==> src/inc/bsccp_pkg.sv <==
`default_nettype none
package bsccp_pkg;
   localparam int CLK_PERIOD_PS = 10000;
   // Minimum off period
   localparam int MIN_OFF_NS = 300;
   localparam int MIN_OFF_CYCLES = (MIN_OFF_NS * 1000 + CLK_PERIOD_PS - 1) / CLK_PERIOD_PS;
   // Dead time between gates
   localparam int DEAD_TIME_NS = 50;
   localparam int DEAD_TIME_CYCLES = (DEAD_TIME_NS * 1000 + CLK_PERIOD_PS - 1) / CLK_PERIOD_PS;
   // Nominal switching rate with default setting
   localparam int NOMINAL_FREQ_KHZ = 400;
   localparam int NOMINAL_PERIOD_CYCLES = 1000000000 / (NOMINAL_FREQ_KHZ * CLK_PERIOD_PS);
   localparam int OFF_W = 16;
   localparam logic [OFF_W-1:0] OFF_MIN = OFF_W'(MIN_OFF_CYCLES);
   localparam logic [OFF_W-1:0] OFF_DEFAULT = OFF_W'(NOMINAL_PERIOD_CYCLES / 2);
   localparam logic [3:0] DEAD_CNT = 4'(DEAD_TIME_CYCLES);

   typedef enum logic [2:0] {
      BSCC_IDLE = 3'b000,
      BSCC_ON = 3'b001,
      BSCC_DEAD = 3'b010,
      BSCC_OFF = 3'b011,
      BSCC_WAIT = 3'b100
   } bscc_state_e;

   typedef struct packed {
      logic min_level_compare;
      logic peak_current_compare;
      logic current_limit_compare;
      logic zero_cross_compare;
   } bscc_cmp_s;

   typedef struct packed {
      logic adapter_above_thresh;
      logic input_below_batt_margin;
      logic logic_supply_low;
   } bscc_supply_s;

   typedef struct packed {
      logic adapter_present;
      logic power_fail;
      logic logic_undervoltage;
   } bscc_status_s;
endpackage : bsccp_pkg
`default_nettype wire

==> src/core/bscc_core.sv <==
`timescale 1ns/1ps
`default_nettype none
// Contract
// Off period never shorter than minimum count; after on-time level loss, logic undervoltage or reset the code restarts from idle with no off count.
// Minimum-level compare low holds both gate requests low.
// Peak-current compare high ends the high-side on-time.
// Current limit ends on-time; no new cycle until it clears.
// Zero-cross compare high turns off the low-side request.
// A cycle starts with high side on, low side off.
// On-time end: high side off, low side on, off counter starts.
// After off-time, start only with level high and limit low.
// Dropout forces the fixed minimum off period.
// Default setting gives a nominal 400 kHz switching rate.
// Report adapter present, power fail and logic undervoltage.
// Low side waits a dead time after high side turns off.
// Off length loaded per period from setting; raised to minimum.
// Logic undervoltage or reset holds gates low, no cycles.
module bscc_core
   import bsccp_pkg::*;
(
   // Clock and reset
   input wire logic clk_in,
   input wire logic reset_in,
   // Comparators
   input wire bscc_cmp_s cmp_in,
   input wire bscc_supply_s supply_in,
   input wire logic dropout_in,
   // Off period setting
   input wire logic [OFF_W-1:0] off_period_in,
   // Gate requests
   output logic high_side_gate_out,
   output logic low_side_gate_out,
   // Status
   output bscc_status_s status_out
);

   // Sequencer state
   bscc_state_e state_q;

   // Off period counter, dead time included
   logic [OFF_W-1:0] off_cnt_q;

   // Dead time counter
   logic [3:0] dead_q;

   // Decoded conditions
   logic blocked;
   logic may_start;
   logic end_on;
   logic level_lost;
   logic dead_done;
   logic off_done;
   logic enter_dead;

   // Start condition: level high, limit low
   function automatic logic start_ok(input bscc_cmp_s cmp);
      start_ok = cmp.min_level_compare && !cmp.current_limit_compare;
   endfunction : start_ok

   // On-time end: peak or limit
   function automatic logic on_end(input bscc_cmp_s cmp);
      on_end = cmp.peak_current_compare || cmp.current_limit_compare;
   endfunction : on_end

   // Chosen off length with minimum clamp
   function automatic logic [OFF_W-1:0] off_len(input logic [OFF_W-1:0] req, input logic dropout);
      if (dropout) begin
         off_len = OFF_MIN;
      end else if (req < OFF_MIN) begin
         off_len = OFF_MIN;
      end else begin
         off_len = req;
      end
   endfunction : off_len

   // One off count step, held at one
   function automatic logic [OFF_W-1:0] off_step(input logic [OFF_W-1:0] cnt);
      if (cnt > 16'h0001) begin
         off_step = cnt - 16'h0001;
      end else begin
         off_step = cnt;
      end
   endfunction : off_step

   // High-side request for a state
   function automatic logic high_req(input bscc_state_e st, input bscc_cmp_s cmp);
      if (st != BSCC_ON) begin
         high_req = 1'b0;
      end else if (!cmp.min_level_compare) begin
         high_req = 1'b0;
      end else if (on_end(cmp)) begin
         high_req = 1'b0;
      end else begin
         high_req = 1'b1;
      end
   endfunction : high_req

   // Low-side request for a state
   function automatic logic low_req(input bscc_state_e st, input bscc_cmp_s cmp);
      if (st != BSCC_OFF && st != BSCC_WAIT) begin
         low_req = 1'b0;
      end else if (!cmp.min_level_compare) begin
         low_req = 1'b0;
      end else if (cmp.zero_cross_compare) begin
         low_req = 1'b0;
      end else begin
         low_req = 1'b1;
      end
   endfunction : low_req

   assign blocked = supply_in.logic_supply_low;
   assign may_start = start_ok(cmp_in);
   assign end_on = on_end(cmp_in);
   assign level_lost = !cmp_in.min_level_compare;
   assign dead_done = (dead_q <= 4'h1);
   assign off_done = (off_cnt_q <= 16'h0001);
   assign enter_dead = (state_q == BSCC_ON) && !level_lost && end_on;

   // Sequencer
   always_ff @(posedge clk_in) begin
      if (reset_in || blocked) begin
         state_q <= BSCC_IDLE;
      end else begin
         case (state_q)
            BSCC_IDLE: begin
               if (may_start) begin
                  state_q <= BSCC_ON;
               end
            end
            BSCC_ON: begin
               if (level_lost) begin
                  state_q <= BSCC_IDLE;
               end else if (end_on) begin
                  state_q <= BSCC_DEAD;
               end
            end
            BSCC_DEAD: begin
               if (dead_done) begin
                  state_q <= BSCC_OFF;
               end
            end
            BSCC_OFF: begin
               if (off_done) begin
                  state_q <= BSCC_WAIT;
               end
            end
            BSCC_WAIT: begin
               if (may_start) begin
                  state_q <= BSCC_ON;
               end
            end
            default: begin
               state_q <= BSCC_IDLE;
            end
         endcase
      end
   end

   // Off period count, loaded as the on-time ends
   always_ff @(posedge clk_in) begin
      if (reset_in || blocked) begin
         off_cnt_q <= '0;
      end else if (enter_dead) begin
         off_cnt_q <= off_len(off_period_in, dropout_in);
      end else if (state_q == BSCC_DEAD || state_q == BSCC_OFF) begin
         off_cnt_q <= off_step(off_cnt_q);
      end
   end

   // Dead time count
   always_ff @(posedge clk_in) begin
      if (reset_in || blocked) begin
         dead_q <= '0;
      end else if (enter_dead) begin
         dead_q <= DEAD_CNT;
      end else if (state_q == BSCC_DEAD && !dead_done) begin
         dead_q <= dead_q - 4'h1;
      end
   end

   // High-side gate request, registered
   always_ff @(posedge clk_in) begin
      if (reset_in || blocked) begin
         high_side_gate_out <= 1'b0;
      end else begin
         high_side_gate_out <= high_req(state_q, cmp_in);
      end
   end

   // Low-side gate request, registered
   always_ff @(posedge clk_in) begin
      if (reset_in || blocked) begin
         low_side_gate_out <= 1'b0;
      end else begin
         low_side_gate_out <= low_req(state_q, cmp_in);
      end
   end

   // Supply state report
   always_ff @(posedge clk_in) begin
      if (reset_in) begin
         status_out <= '0;
      end else begin
         status_out.adapter_present <= supply_in.adapter_above_thresh;
         status_out.power_fail <= supply_in.input_below_batt_margin;
         status_out.logic_undervoltage <= supply_in.logic_supply_low;
      end
   end

endmodule : bscc_core
`default_nettype wire

==> config.mk <==
export PLATFORM = sky130hd
export DESIGN_NAME = bscc_core
export DESIGN_NICKNAME = d
export VERILOG_FILES = /design/src/inc/bsccp_pkg.sv /design/src/core/bscc_core.sv
export SDC_FILE = /design/constraint.sdc
export NUM_CORES = 1
export LEC_CHECK = 0
export BUFFER_PORTS_ARGS = -buffer_cell sky130_fd_sc_hd__buf_4
export CAP_MARGIN = 40
export CORE_ASPECT_RATIO = 0.9
export CORE_UTILIZATION = 45
export CTS_CLUSTER_SIZE = 14
export DETAILED_ROUTE_END_ITERATION = 12
export PLACE_DENSITY = 0.67
export SLEW_MARGIN = 20
export SYNTH_ARGS = -nofsm -noshare
export SYNTH_HDL_FRONTEND = slang
export SYNTH_SLANG_ARGS = --single-unit
==> constraint.sdc <==
create_clock -name clk_in -period 3 [get_ports clk_in]
set_input_delay 0.3 -clock clk_in [delete_from_list [all_inputs] [get_ports clk_in]]
set_output_delay 0.3 -clock clk_in [all_outputs]
set_load 0.05 [all_outputs]
==> impl_metrics.toml, run 1 <==
[synthesis]
synth_ff_type = "dfxtp_1"
yosysWarnings = 0
async_flop_share_pct = 0
syn_area_um2 = 1640
synth_fp_nets = 225
ys_ff_latch = 28
syn_inst = 195
synth_cell_type_count = 51
ys_seq_area_share_pct = 34.2
synth_edf_count = 0
syn_area_per_cell_um2 = 8.41

[cts]
cts.sinks = 28
ctsResizeCount = 0
clockBufferDepth = 2
cts_max_level = 1
clockRootBuffer = "clkbuf_8"
cts_hold_buf = 0
clk_pin_slew_worst_paths_ps = 100
numCtsBuffers = 3
worstSkewPairLatency_ps = 280
cts_setup_buffers = 0
cts_tree = "done"

[route]
drtIter0Drc = 91
vias = 1641
vias_per_cell = 6.12
drc_errors = 0
antenna_left = 0
routedWlPerCell_um = 16.8
firstDrtPassIters = 4
drt_wl_total_mm = 4.49

[global_route]
grt_overflow = 0
grt_max_degree = 22
antenna_found_initial = 0
grt_pass1_vias = 1519
grt_pass1_wl_mm = 7.31
grt_use_total_pct = 24.9

[timing]
relSlewSlack_pct = 46.9
max_freq_mhz = 409
fin_tns_setup_ps = 0
whs_ps = 174
maxSlewViolCount = 0
rsz0062_at_grt = "no"
setup_viol = 0
fin_skew_ps = 4.33
period_share_pct = 81.6
period_minus_slack_ps = 2450
hold_viol = 0
worst_pin_slew_ps = 794

[worst_setup_path]
crit_buf_inv = 0
rr_startpoint = "off_cnt_q[4]"
cp.required_ps = 3210
critical_path.top_delay_family = "simple AND/OR/NAND/NOR gates"
cp-startpoint = "off_cnt_q[4]"
cpPeakStageDelay_ps = 570
worstPathArrival_ps = 2660
cp_cell_sequence = "or3_1 -> nor4_4 -> a21o_1 -> mux2_2 -> a21oi_1"
worst_setup_path_start_kind = "flop"
worstPathMaxFanout = 11
critPathKind = "flop to flop"
end_kind = "flop"
worst_path_max_delay_cell = "nor4_4"

[placement]
io_buffers = 30
hpwl_mm = 3.34
gp_congestion = 0.850

[power]
pwr-share-clk_pct = 32.5
switchingPower_uw = 185
intPower_uw = 543
power.leakage_nw = 0.762
comb_power_share_pct = 15.0
switching_share_pct = 25.4
p_per_area_nw_per_um2 = 371
ir_drop_mv = 0.270
pwr-share-seq_pct = 52.5

[finish]
area_growth_pct = 19.6
nets = 255
layout_common_cells = "buf_4, dfxtp_1, a21oi_1"
drive_gt1_share_pct = 21.9
antenna_cells = 0
layout_commonest_cell = "buf_4"

[hold_path]
hp-start = "cmp_in[0]"
hp-class = "primary input to flop"

[floorplan]
fp.dieH_um = 59.3
core_area_um2 = 3430
initial_core_util_pct = 47.8
die_w_um = 65.6
rows = 20
dieArea_um2 = 3890
ios = 31

[status]
status = "completed"

[flow_run]
maxCapViolCount = 0
[power groups by stage]
stage	clock network, mW	registers (mW)	logic [mW]
floorplan	0	0.396	0.0538
global placement	0	0.390	0.106
detailed placement	0	0.390	0.108
CTS	0.242	0.382	0.108
global route	0.255	0.383	0.118
finish	0.237	0.382	0.109
[flip-flops by register name, summed over array words and instances (netlist names)]
register and cells:
state_q 3, high_side_gate_out 1, off_cnt_q 16, low_side_gate_out 1, status_out 3, dead_q 4
[cell families after synthesis]
logic type / Yosys count / share of synthesized area [%]
simple gates: 81 / 28.4
fa+ha+maj: 4 / 3.05
compound gates: 58 / 25.4
mux: 2 / 1.37
buf+inv: 15 / 3.82
flops: 28 / 34.2
xor+xnor: 7 / 3.74
[stage by stage]
| stage | std cells | total power [mW] | worst slack, ps | cell area, um^2 | util (%) |
|---|---|---|---|---|---|
| finish | 268 | 0.728 | 553 | 1960 | 57.2 |
| global placement | 264 | 0.496 | 673 | 1910 | 55.6 |
| global route | 268 | 0.756 | 408 | 1960 | 57.2 |
| floorplan | 195 | 0.450 | 834 | 1640 | - |
| detailed placement | 264 | 0.498 | 608 | 1910 | 55.6 |
| CTS | 268 | 0.732 | 575 | 1960 | 57.2 |
[layout make-up]
type,count,area (um^2)
timing repair buffer,33,248
inverter,7,26.3
sequential,28,561
clock buffer,4,55.1
multi-input combinational,152,1020
fill,323,1470
tap,44,55.1
[cells in the mapped netlist, types with 4 or more instances]
cell | number | area (um^2)
a21oi_1 | 18 | 90.1
xnor2_1 | 4 | 35.0
nor3_1 | 12 | 60.1
inv_1 | 7 | 26.3
nand4_1 | 4 | 25.0
o21ai_0 | 6 | 30.0
nor4_1 | 6 | 37.5
nand2_1 | 14 | 52.6
nor2_1 | 11 | 41.3
clkbuf_1 | 5 | 18.8
ha_1 | 4 | 50.1
a211oi_1 | 4 | 30.0
o31ai_1 | 4 | 30.0
dfxtp_1 | 28 | 561
nand3_1 | 7 | 35.0
nor2b_1 | 6 | 37.5
[path summary, 6_finish.rpt]
kind / endpoint / slack, ps / cells after the start
worst max-delay path: off_cnt_q[2] / 550 / 5
worst max register to register: off_cnt_q[2] / 550 / 5
worst min-delay path: low_side_gate_out / 170 / 2
worst min register to register: off_cnt_q[9] / 520 / 2
[layer usage]
layer,track usage [%],part of all wire [%],wire [um]
met2,42.1,48,2140
met5,0,0,0
met4,4.66,0.71,32
met3,5.58,4.9,222
met1,32.7,47,2100
Note: power is estimated with default switching activity, not from simulation.
==> run 2, diff against run 1 <==
--- a/config.mk
+++ b/config.mk
@@ -5,13 +5,14 @@
 export SDC_FILE = /design/constraint.sdc
 export NUM_CORES = 1
 export LEC_CHECK = 0
+export ABC_AREA = 1
 export BUFFER_PORTS_ARGS = -buffer_cell sky130_fd_sc_hd__buf_4
 export CAP_MARGIN = 40
 export CORE_ASPECT_RATIO = 0.9
 export CORE_UTILIZATION = 45
 export CTS_CLUSTER_SIZE = 14
 export DETAILED_ROUTE_END_ITERATION = 12
-export PLACE_DENSITY = 0.67
+export PLACE_DENSITY = 0.66
 export SLEW_MARGIN = 20
 export SYNTH_ARGS = -nofsm -noshare
 export SYNTH_HDL_FRONTEND = slang
==> constraint.sdc (replaced) <==
create_clock -name clk_in -period 2.5 [get_ports clk_in]
set_input_delay 0.25 -clock clk_in [delete_from_list [all_inputs] [get_ports clk_in]]
set_output_delay 0.25 -clock clk_in [all_outputs]
set_load 0.05 [all_outputs]
==> impl_metrics.toml, run 2 <==
[status]
status = "completed"

[route]
drtIter0Drc = 163
vias = 1883
antenna_left = 0
routedWlPerCell_um = 12.0
drc_errors = 0
drt_wl_total_mm = 4.45
vias_per_cell = 5.09
firstDrtPassIters = 4

[placement]
detailedPlace.worstSlack_ps = 527
hpwl_mm = 3.44
gp_congestion = 0.887
io_buffers = 30
placed_cell_area_um2 = 2110

[hold_path]
min_to = "low_side_gate_out"
hp-start = "cmp_in[0]"
min_path_cells = 2
hp-class = "primary input to flop"

[floorplan]
core_area_um2 = 3840
fp.dieH_um = 62.8
ios = 31
die_w_um = 69.6
initial_core_util_pct = 48.2
rows = 21
dieArea_um2 = 4370

[timing]
rsz0062_at_grt = "no"
period_share_pct = 79.9
relSlewSlack_pct = 61.5
max_freq_mhz = 501
fin_skew_ps = 7.03
worst_slack_ps = 503
maxSlewViolCount = 0
fin_tns_setup_ps = 0
worst_pin_slew_ps = 577
hold_viol = 0
period_minus_slack_ps = 2000
setup_viol = 0

[synthesis]
syn_area_per_cell_um2 = 6.26
synth_most_common_cell = "nand2_1"
ys_ff_latch = 28
synth_area_leader_cell = "dfxtp_1"
syn_area_um2 = 1850
ys_seq_area_share_pct = 30.3
syn_inst = 295
synth_area_leaders = "dfxtp_1, nand2_1, nor2_1"
yosys-top-cells-count = "nand2_1, nor2_1, inv_1, nand3_1, dfxtp_1"
synth_ff_type = "dfxtp_1"
synth_fp_nets = 325
yosysWarnings = 0
synth_cell_type_count = 29
async_flop_share_pct = 0
synth_edf_count = 0
synth_top_area_share_pct = 30.3

[global_route]
grt_overflow = 0
grt_pass1_wl_mm = 7.77
grt_use_total_pct = 22.1
antenna_found_initial = 0
grt_max_degree = 20
grt_pass1_vias = 1690

[worst_setup_path]
r2r_cells = 11
critPathKind = "flop to flop"
worst_setup_path_start_kind = "flop"
worstReg2RegEnd = "off_cnt_q[11]"
rr_startpoint = "off_cnt_q[0]"
end_kind = "flop"
r2r_slack_ps = 500
worstPathMaxFanout = 11
cp.required_ps = 2670
worstPathArrival_ps = 2170

[cts]
ctsResizeCount = 0
cts_tree = "done"
numCtsBuffers = 3
worstSkewPairLatency_ps = 270
clk_pin_slew_worst_paths_ps = 90
cts_hold_buf = 0
cts_setup_buffers = 0
cts.sinks = 28
clockBufferDepth = 2
cts_max_level = 1
clockRootBuffer = "clkbuf_8"

[finish]
largest_reg_flops = 16
antenna_cells = 0
layout_commonest_cell = "nand2_1"
biggestRegsByFlops = "off_cnt_q x16, dead_q x4"
layout_common_cells = "nand2_1, nor2_1, inv_1"
design_area_um2 = 2150
area_growth_pct = 16.2
largest-register = "off_cnt_q"
drive_gt1_share_pct = 17.3
nets = 356

[power]
p_per_area_nw_per_um2 = 450
comb_power_share_pct = 26.3
pwr-share-clk_pct = 25.1
switchingPower_uw = 301
intPower_uw = 666
pwr-share-seq_pct = 48.6
ir_drop_mv = 0.343
power.leakage_nw = 1.06
switching_share_pct = 31.2

[flow_run]
maxCapViolCount = 0
## run 2: changes by cell type after synthesis, sizes merged, moves of 4 or more
| cell | before | now |
|---|---|---|
| xnor2 | 4 | 0 |
| nor3 | 12 | 3 |
| a211oi | 5 | 0 |
| a21oi | 19 | 14 |
| nor2b | 6 | 0 |
| nand3 | 7 | 36 |
| nand3b | 0 | 5 |
| inv | 7 | 36 |
| nor2 | 11 | 56 |
| nor4 | 8 | 0 |
| nand2 | 14 | 74 |
| o21ai | 6 | 18 |
## run 2: final cells by class
class                   count  area, um^2
fillers                   397        1690
multi-input cells         224        1100
well taps                  46        57.6
clock buffers               3        41.3
repair buffers             33         248
inverters                  36         135
flip-flops and latches     28         561
## run 2: cells by family (layout without fill, tap and decap cells)
logic type	after synthesis	in the layout	synth area share [%]
simple gates	182	182	44.6
buf+inv	43	72	9.89
compound gates	38	38	12.5
flops	28	28	30.3
fa+ha+maj	4	4	2.71
## run 2: power by group through the flow
stage	Sequential [mW]	Combinational, mW	Clock, mW
finish	0.469	0.255	0.243
global route	0.472	0.289	0.275
CTS	0.469	0.255	0.258
detailed placement	0.480	0.254	0
global placement	0.480	0.252	0
floorplan	0.486	0.172	0
## run 2: layer usage
| metal | track usage [%] | vias up | share of wire, % |
|---|---|---|---|
| li1 | - | 1009 | - |
| met1 | 31.9 | 810 | 51 |
| met2 | 33.6 | 60 | 41 |
| met3 | 4.52 | 4 | 7.2 |
| met4 | 4.85 | 0 | 0.94 |
| met5 | 0 | - | 0 |
## run 2: through the flow
step	utilization (%)	total power, mW	std cells	hold WS, ps
final	56.0	0.967	370	135
after global routing	56.0	1.04	370	135
after CTS	56.0	0.982	370	129
after floorplan	-	0.659	295	321
after detailed placement	54.9	0.733	367	429
after global placement	54.9	0.732	367	429
## run 2: worst max-delay path, stage by stage, from the launching register on
cell     delay (ps)
dfxtp_1         350
inv_1           100
ha_1            170
inv_1            60
nand2_1          80
nand2_1          50
nor2_1          170
nand3_4         130
a21oi_2         510
nor2_1          140
nand2_1         100
nand2_1          50
## run 2: worst max path at each step
| stage | startpoint | to | slack [ps] | depth (start not counted) |
|---|---|---|---|---|
| 6_report | off_cnt_q[0] | off_cnt_q[11] | 500 | 11 |
| 5_1_grt | off_cnt_q[0] | off_cnt_q[8] | 320 | 11 |
| 4_1_cts | off_cnt_q[0] | off_cnt_q[11] | 510 | 11 |
| 3_5_place_dp | off_cnt_q[0] | off_cnt_q[11] | 530 | 11 |
| 3_3_place_gp | off_cnt_q[0] | off_cnt_q[11] | 570 | 11 |
| 2_1_floorplan | off_cnt_q[0] | off_cnt_q[13] | 970 | 12 |
